[src/pkg/snr_pkg.sv]
// shared constants for the serial-number read path
`default_nettype none
package snr_pkg;
   localparam logic [7:0] SNR_READ_SERIAL_NUMBER_CMD = 8'h81;
   localparam int SNR_ADDR_BYTES = 2;
   localparam int SNR_HDR_BITS = 8 + 8 * SNR_ADDR_BYTES;
   localparam logic [4:0] SNR_HDR_LAST = 5'(SNR_HDR_BITS - 1);
   localparam int SNR_BYTE_W = 8;
   localparam int SNR_FIFO_DEPTH = 8;
   localparam int SNR_BLOCK_BYTES = 16;
   localparam int SNR_PTR_W = 4;
   localparam int SNR_BUSY_BIT = 0;
   localparam logic [7:0] SNR_STATUS_RST = 8'h00;
   localparam logic [3:0] SNR_PTR_RST = 4'h0;
   localparam logic [4:0] SNR_BITC_RST = 5'h00;
   // arbitrary neutral factory value, no meaning
   localparam logic [127:0] SNR_SERIAL_DEFAULT = 128'h0123_4567_89ab_cdef_fedc_ba98_7654_3210;

   typedef enum logic [1:0] {
      SNR_IDLE,
      SNR_HDR,
      SNR_DATA,
      SNR_SKIP
   } snr_state_t;
endpackage : snr_pkg
`default_nettype wire

[src/core/snr_byte_fifo.sv]
`timescale 1ns/1ns
`default_nettype none
// small synchronous fifo with flush; full and empty come from the count
module snr_byte_fifo #(
   parameter int WIDTH = 8,
   parameter int DEPTH = 8
) (
   // clock and reset
   input wire logic clock,
   input wire logic rstn,
   input wire logic flush,
   // fill side
   input wire logic in_valid,
   output logic in_ready,
   input wire logic [WIDTH-1:0] in_data,
   // drain side
   output logic out_valid,
   input wire logic out_ready,
   output logic [WIDTH-1:0] out_data
);
   localparam int AW = $clog2(DEPTH);

   typedef struct packed {
      logic [DEPTH-1:0][WIDTH-1:0] mem;
      logic [AW-1:0] wp;
      logic [AW-1:0] rp;
      logic [AW:0] count;
   } snr_fifo_st_t;

   snr_fifo_st_t s;
   snr_fifo_st_t next_s;
   logic push;
   logic pop;

   assign in_ready = (s.count != (AW+1)'(DEPTH));
   assign out_valid = (s.count != '0);
   assign out_data = s.mem[s.rp];
   assign push = in_valid && in_ready;
   assign pop = out_valid && out_ready;

   // pointer and count update; flush wins so a new frame starts empty
   always_comb begin
      next_s = s;
      if (flush) begin
         next_s.wp = '0;
         next_s.rp = '0;
         next_s.count = '0;
      end else begin
         if (push) begin
            next_s.mem[s.wp] = in_data;
            next_s.wp = (s.wp == AW'(DEPTH - 1)) ? '0 : s.wp + 1'b1;
         end
         if (pop) begin
            next_s.rp = (s.rp == AW'(DEPTH - 1)) ? '0 : s.rp + 1'b1;
         end
         next_s.count = s.count + (AW+1)'(push) - (AW+1)'(pop);
      end
   end

   always_ff @(posedge clock or negedge rstn) begin
      if (!rstn) begin
         s <= '0;
      end else begin
         s <= next_s;
      end
   end
endmodule : snr_byte_fifo
`default_nettype wire

[src/core/snr_serial_number_read_path.sv]
`timescale 1ns/1ns
`default_nettype none
module snr_serial_number_read_path
   import snr_pkg::*;
#(
   parameter logic [127:0] FACTORY_SERIAL_BLOCK = SNR_SERIAL_DEFAULT
) (
   // clock and reset
   input wire logic clock,
   input wire logic rstn,
   // serial link pins
   input wire logic cs_n,
   input wire logic sclk,
   input wire logic mosi,
   output logic miso,
   output logic miso_oe,
   // write engine state and status byte
   input wire logic write_busy_flag,
   output logic [7:0] status_byte
);
   typedef struct packed {
      logic cs_m;
      logic cs_s;
      logic sclk_m;
      logic sclk_s;
      logic sclk_d;
      logic mosi_m;
      logic mosi_s;
      snr_state_t st;
      logic [22:0] hdr;
      logic [4:0] bitc;
      logic [3:0] fptr;
      logic fetch_on;
      logic [7:0] obyte;
      logic miso;
      logic oe;
      logic [7:0] status;
   } snr_st_t;

   snr_st_t s;
   snr_st_t next_s;
   logic rise;
   logic fall;
   logic hdr_done;
   logic cmd_ok;
   logic load;
   logic f_in_ready;
   logic f_out_valid;
   logic [7:0] f_out_data;
   logic f_flush;

   // byte n of the block sits at the top end for n = 0
   function automatic logic [7:0] sn_byte(input logic [3:0] idx);
      sn_byte = FACTORY_SERIAL_BLOCK[8'd127 - {1'b0, idx, 3'b000} -: 8];
   endfunction : sn_byte

   // edges seen on the synchronised clock, never on the first flop
   assign rise = s.sclk_s && !s.sclk_d;
   assign fall = !s.sclk_s && s.sclk_d;
   assign hdr_done = (s.st == SNR_HDR) && rise && (s.bitc == SNR_HDR_LAST);
   assign cmd_ok = (s.hdr[22:15] == SNR_READ_SERIAL_NUMBER_CMD);
   assign load = (s.st == SNR_DATA) && fall && (s.bitc[2:0] == 3'h0);
   assign f_flush = s.cs_s;

   // prefetch buffer decouples the block read from the link timing
   snr_byte_fifo #(
      .WIDTH(SNR_BYTE_W),
      .DEPTH(SNR_FIFO_DEPTH)
   ) u_fifo (
      .clock(clock),
      .rstn(rstn),
      .flush(f_flush),
      .in_valid(s.fetch_on),
      .in_ready(f_in_ready),
      .in_data(sn_byte(s.fptr)),
      .out_valid(f_out_valid),
      .out_ready(load),
      .out_data(f_out_data)
   );

   // whole next state; select high overrides state, fetch, pin and bit count
   always_comb begin
      next_s = s;
      next_s.cs_m = cs_n;
      next_s.cs_s = s.cs_m;
      next_s.sclk_m = sclk;
      next_s.sclk_s = s.sclk_m;
      next_s.sclk_d = s.sclk_s;
      next_s.mosi_m = mosi;
      next_s.mosi_s = s.mosi_m;
      next_s.status = SNR_STATUS_RST;
      next_s.status[SNR_BUSY_BIT] = write_busy_flag;
      // block is only ever read; the fifo push is the sole consumer
      if (s.fetch_on && f_in_ready) begin
         next_s.fptr = s.fptr + 4'h1; // 4-bit pointer wraps 15 to 0
      end
      case (s.st)
         SNR_IDLE: begin
            next_s.bitc = SNR_BITC_RST;
            if (!s.cs_s) begin
               next_s.st = SNR_HDR;
            end
         end
         SNR_HDR: begin
            if (rise) begin
               next_s.hdr = {s.hdr[21:0], s.mosi_s};
               next_s.bitc = s.bitc + 5'h01;
            end
            if (hdr_done) begin
               next_s.bitc = SNR_BITC_RST;
               if (cmd_ok && !write_busy_flag) begin
                  next_s.st = SNR_DATA;
                  next_s.fptr = {s.hdr[2:0], s.mosi_s}; // upper bits ignored
                  next_s.fetch_on = 1'b1;
               end else begin
                  next_s.st = SNR_SKIP;
               end
            end
         end
         SNR_DATA: begin
            // data changes on the falling edge so the host samples on rise
            if (fall) begin
               next_s.bitc = {2'b00, s.bitc[2:0] + 3'h1};
               next_s.oe = 1'b1;
               if (load) begin
                  next_s.miso = f_out_data[7]; // msb first
                  next_s.obyte = {f_out_data[6:0], 1'b0};
               end else begin
                  next_s.miso = s.obyte[7];
                  next_s.obyte = {s.obyte[6:0], 1'b0};
               end
            end
         end
         SNR_SKIP: begin
            next_s.oe = 1'b0;
         end
         default: begin
            next_s.st = SNR_IDLE;
         end
      endcase
      // deselect aborts at any bit and releases the pin
      if (s.cs_s) begin
         next_s.st = SNR_IDLE;
         next_s.fetch_on = 1'b0;
         next_s.oe = 1'b0;
         next_s.miso = 1'b0;
         next_s.bitc = SNR_BITC_RST;
      end
   end

   always_ff @(posedge clock or negedge rstn) begin
      if (!rstn) begin
         s <= '0;
         s.cs_m <= 1'b1;
         s.cs_s <= 1'b1;
         s.st <= SNR_IDLE;
         s.fptr <= SNR_PTR_RST;
         s.status <= SNR_STATUS_RST;
      end else begin
         s <= next_s;
      end
   end

   assign miso = s.miso;
   assign miso_oe = s.oe;
   assign status_byte = s.status;
endmodule : snr_serial_number_read_path
`default_nettype wire

[config.mk]
export PLATFORM = sky130hd
export DESIGN_NAME = snr_serial_number_read_path
export DESIGN_NICKNAME = d
export VERILOG_FILES = /design/src/pkg/snr_pkg.sv /design/src/core/snr_byte_fifo.sv /design/src/core/snr_serial_number_read_path.sv
export SDC_FILE = /design/constraint.sdc
export NUM_CORES = 1
export LEC_CHECK = 0
export BUFFER_PORTS_ARGS = -buffer_cell sky130_fd_sc_hd__buf_2
export CORE_MARGIN = 2
export CORE_UTILIZATION = 50
export CTS_BUF_LIST = sky130_fd_sc_hd__clkbuf_8
export DETAILED_ROUTE_END_ITERATION = 10
export PLACE_DENSITY_LB_ADDON = 0.05
export SYNTH_ARGS = -nofsm -noshare
export SYNTH_HDL_FRONTEND = slang
export SYNTH_HIERARCHICAL = 1
export SYNTH_SLANG_ARGS = --single-unit
[constraint.sdc]
create_clock -name clock -period 7 [get_ports clock]
set_input_delay 1.05 -clock clock [delete_from_list [all_inputs] [get_ports clock]]
set_output_delay 1.05 -clock clock [all_outputs]
set_load 0.01 [all_outputs]
==> Yosys cells after proc, flatten, opt, wreduce, memory -nomap -nowiden <==
Cells that the tools add are included.
{ "totals": {"register_bits": 127, "latchBits": 0, "ram_bits": 0, "rom_bits": 0, "inputBits": 6, "out_inout_bits": 10, "elab_cells": 113, "mem_count": 0} }
{ "op_classes": {"n_addsub": 8, "mul": 0, "div_mod_pow": 0, "n_lt_le_gt_ge": 3, "eq_ne": 11, "shifts": 1, "muxes": 28, "bitwise": 1, "reduce_logical": 34} }
{ "ops": {"columns": ["op", "count"], "rows": [
  ["variable part select 135 x 9 -> 8 bit (first input constant)", 1],
  ["bitwise mux 64 bit", 1],
  ["two-way mux 5 bit", 5],
  ["binary-select mux 8 bit (select 3 bit)", 1],
  ["demux 8 bit (select 3 bit)", 1],
  ["two-way mux 10 bit", 2],
  ["two-way mux 8 bit", 2],
  ["case mux 5 bit (3 select lines)", 1],
  ["nonzero test 2 bit", 7],
  ["two-way mux 3 bit", 4],
  ["AND reduction 2 bit", 6],
  ["logical AND 1 bit", 10],
  ["adder 3 x 1 -> 3 bit (second input constant)", 3],
  ["two-way mux 9 bit", 1],
  ["equality test 8 bit (second input constant)", 1],
  ["less-than comparator 3 x 4 -> 1 bit (second input constant)", 2],
  ["two-way mux 2 bit", 4],
  ["inequality test 4 bit (second input constant)", 2],
  ["nonzero test 4 bit", 2],
  ["subtractor 7 x 7 -> 8 bit (first input constant)", 1],
  ["equality test 3 bit (second input constant)", 2],
  ["inequality test 3 bit (second input constant)", 2],
  ["AND reduction 3 bit", 2],
  ["nonzero test 3 bit", 2],
  ["other kinds (16)", 21]
]} }

==> Longest topological paths before layout <==
{ "logic_depth": {"word_depth": 8, "depth_mapped": 13, "mapped_depth_nobuf": 12} }

==> Cells and area by module <==
Netlist, hierarchy kept.
{ "by_module_without_submodules": {"columns": ["module", "instances", "cells_each", "area_per_inst_um2", "seq_area_each_um2"], "rows": [
  ["snr_byte_fifo", 1, 234, 3613.5, 1851.8],
  ["snr_serial_number_read_path", 1, 193, 2389.8, 1303.8]
]} }

==> Worst setup path after synthesis <==
OpenSTA, ideal clock, no wires.
{ "synth_timing": {"kind": "reg-to-reg", "startpoint": "register, netlist name s[51]", "endpoint": "register u_fifo/s[3] in the netlist's numbering", "setup_ns": 0.125, "t_arrival_ns": 2.547, "t_required_ns": 6.875, "setup_slack_ns": 4.328, "stages_incl_launch_ff": 14, "n_path_buf": 1, "period_less_slack_ns": 2.672, "path_cell_list": "dfrtp_1 > inv_1 > ha_1 > nand2_1 > clkbuf_1 > nor2_1 > inv_1 > nor2_1 > ha_1 > inv_1 > ha_1 > a21o_1 > a21oi_1 > mux2_2"} }
{ "synth_lines": {"columns": ["item", "line_no", "source"], "rows": [
  ["to (signal assigned)", "snr_byte_fifo.sv:64", "s <= next_s;"],
  ["to (decl)", "snr_byte_fifo.sv:30", "snr_fifo_st_t s;"]
]} }

==> results.txt <==
Status - finished clean
Setup Skew - 11.4 ps
Clock Sinks - 126
Sw Pwr - 359 uW
Critical path arrival - 3460 ps
I/O Pins - 16
Asr flop ratio synth - 100%
Synthesized area per cell - 14.1 um^2
Post-synth EDFFs - 0
Family with the most delay on the worst path - simple AND/OR/NAND/NOR gates
Antenna fix cells - 0
DR DRC count - 0
Final setup fails - 0
Row cnt - 40
Int Pwr - 1.19 mW
Yosys Warn Count - 6
Netlist cell types - 47
Total global routing overflow - 0
Resize count post-CTS - 0
Combinational power share - 6.4%
First-pass GRT wire length - 18400 um
Minimum clock period - 3130 ps
Syn Inst Count - 427
Cell Count Post-Placement - 569
Largest family of logic cells by synthesized area - multiplexers
Yosys reg bits - 126
Synth Area in Compound Gates - 2.92%
First DRT Iteration DRCs - 131
Pre-antenna DRT Iters - 4
RSZ-0062 raised after global routing - no
Core Footprint - 11900 um^2
Design Power - 1.55 mW
Worst Tran Pin Value - 1110 ps
Hold Fails Final Rpt - 0
Final net count - 465
Share of layout cells above drive strength 1 - 39.9%
Final Non-Filler Cells - 601
Die area - 12900 um^2
Final setup margin - 3870 ps
CTS tree - yes
Rel. slew slack - 25.8%
Final worst-path cycle share - 44.7%
Post-Route WL - 10600 um
Area post-placement - 6150 um^2
Ys flop type - dfrtp_1
CP endpoint kind - flop
GPL Wtd Cong - 0.724
Clk pwr share - 43.2%
DIE WIDTH - 114 um
Final Instance Area - 6580 um^2
CP max FO - 10
# Max-Cap Violations - 0
Reg2reg setup slack - 3870 ps
Mux share of post-synthesis cell area - 26.6%
Hpwl dp - 6870 um
Critical-path top delay cell - nor3b_2
Port bufs - 8
Vias in the first global route - 3528
Reg power frac - 50.5%
Clock Latency Late Sink - 440 ps
Crit path kind - reg2reg
Peak Freq - 0.319 GHz
Post-Syn Area - 6000 um^2
Total CTS buffers - 17
Setup TNS - 0 ps
CP Data Required Time - 7330 ps
Largest net degree at the start of global routing - 65
Post-synthesis adder-cell area fraction - 3.88%
Type of origin of the critical path - flop
CTS Hold Bufs - 0
Gr usage total - 18.7%
Post-synthesis sequential area ratio - 52.6%
Slew Limit Fails - 0
Root Buffer - clkbuf_8
Worst vdd ir - 0.176 mV
Initial Utilization - 50.6%
Post-synthesis simple-gate area fraction - 9.65%
HP Class - reg2reg
DR WL/cell - 17.7 um
Vias - 3323
Die Y - 114 um
Longest Clk Path Bufs - 2
H-tree depth - 4
Setup Buffers After CTS - 0
Initial antenna violation count - 0
Clock transition at path regs - 70 ps
CP max stage delay - 860 ps
Synth Area in XOR/XNOR - 1.02%
Pre-CTS WS - 3870 ps
WP buf/inv - 3
Via-per-instance ratio - 5.53
Sw Share - 23.1%
Area Overhead vs Synth - 9.67%
Pwr Density - 235 nW/um^2
Post-DRT Antenna Nets - 0
Cells along the critical path - inv_1 > ha_1 > nor3b_2 > inv_2 > nand2_1 > ha_1 > inv_1 > ha_1 > a21o_1 > a21oi_1 > mux2_2
Lkg Pwr - 3.11 nW
Most used cell, CP - ha_1
## layout make-up
class	count	area (um^2)
inverters	19	71.3
multi-input cells	266	2680
clock inverters	11	140
fillers	997	5280
clock buffers	21	289
flip-flops and latches	126	3160
repair buffers	11	65.1
well taps	147	184
## metrics by stage
| stage | hold WS, ps | utilization [%] |
|---|---|---|
| floorplan | 331 | - |
| global placement | 334 | 51.9 |
| detailed placement | 342 | 51.9 |
| CTS | 357 | 55.5 |
| global route | 370 | 55.5 |
| finish | 354 | 55.5 |
## worst register-to-register path, stage by stage, from the launching register on
cell,delay (ps)
dfrtp_1,360
inv_1,100
ha_1,170
nor3b_2,860
inv_2,240
nand2_1,160
ha_1,150
inv_1,70
ha_1,270
a21o_1,150
a21oi_1,150
mux2_2,350
## power groups by stage
stage	Combinational [mW]	Sequential, mW	Clock (mW)
6_report	0.0987	0.782	0.669
5_1_grt	0.112	0.786	0.725
4_1_cts	0.102	0.782	0.694
3_5_place_dp	0.101	0.796	0
3_3_place_gp	0.0996	0.795	0
2_1_floorplan	0.0715	0.788	0
## sequential cells by signal, indices dropped and copies added, names as in the netlist
register and cells:
miso_oe 1, u_fifo/s 74, miso 1, status_byte 1, f_flush 1, s 44, next_s 4
## cell usage after synthesis, types with 4 or more instances
library cell / number / area (um^2)
inv_1: 18 / 67.6
nand2b_1: 4 / 25.0
ha_1: 17 / 213
a21oi_1: 9 / 45.0
xnor2_1: 4 / 35.0
clkbuf_1: 4 / 15.0
nand2_1: 15 / 56.3
buf_4: 8 / 60.1
buf_2: 10 / 50.1
mux2i_1: 9 / 90.1
dfrtp_1: 124 / 3100
mux4_2: 16 / 360
nand3_1: 9 / 45.0
o21ai_0: 16 / 80.1
mux2_2: 102 / 1150
nor2b_1: 4 / 25.0
nor2_1: 12 / 45.0
## cells in the final DEF (no fill, tap or decap), drive strengths merged, types with 3 or more instances in the layout
cell,count
nor3,4
bufinv,3
conb,7
buf,11
nor4b,3
nand3,10
dfrtp,124
xnor2,4
xor2,3
nand4b,4
nor2b,4
ha,17
clkinv,4
o21ai,19
clkbuf,21
inv,21
mux2,102
nand2,15
mux4,16
nand2b,4
nor3b,6
mux2i,9
nor2,12
or4,4
a21oi,9
## logic make-up (layout without fill, tap and decap cells)
kind of cell	Yosys count	count (layout)
multiplexers	127	127
AO/OA/AOI/OAI	32	32
adder cells (fa/ha/maj)	18	18
XOR/XNOR	7	7
other	1	7
AND/OR/NAND/NOR	75	75
flip-flops	126	126
buffers and inverters	41	62
## layer usage
layer / up-vias / routed length, um / track usage [%]
met5: - / 0 / 0
met4: 0 / 136 / 6.83
met3: 12 / 290 / 4.94
met2: 37 / 4970 / 28.1
met1: 1706 / 5220 / 26.5
li1: 1568 / - / -
## worst paths after layout
check,startpoint,end,depth (start not counted)
worst max-delay path,u_fifo/s[2]$_DFF_PN0_,u_fifo/s[3]$_DFF_PN0_,11
worst max register to register,u_fifo/s[2]$_DFF_PN0_,u_fifo/s[3]$_DFF_PN0_,11
worst min-delay path,next_s[53]$_DFF_PN0_,s[53]$_DFF_PN0_,0
max in group asynchronous,rstn,s[38]$_DFFE_PN0P_,2
min in group asynchronous,rstn,u_fifo/s[60]$_DFFE_PN0P_,1
worst min register to register,next_s[53]$_DFF_PN0_,s[53]$_DFF_PN0_,0
Power figures use the tool's default switching activity.
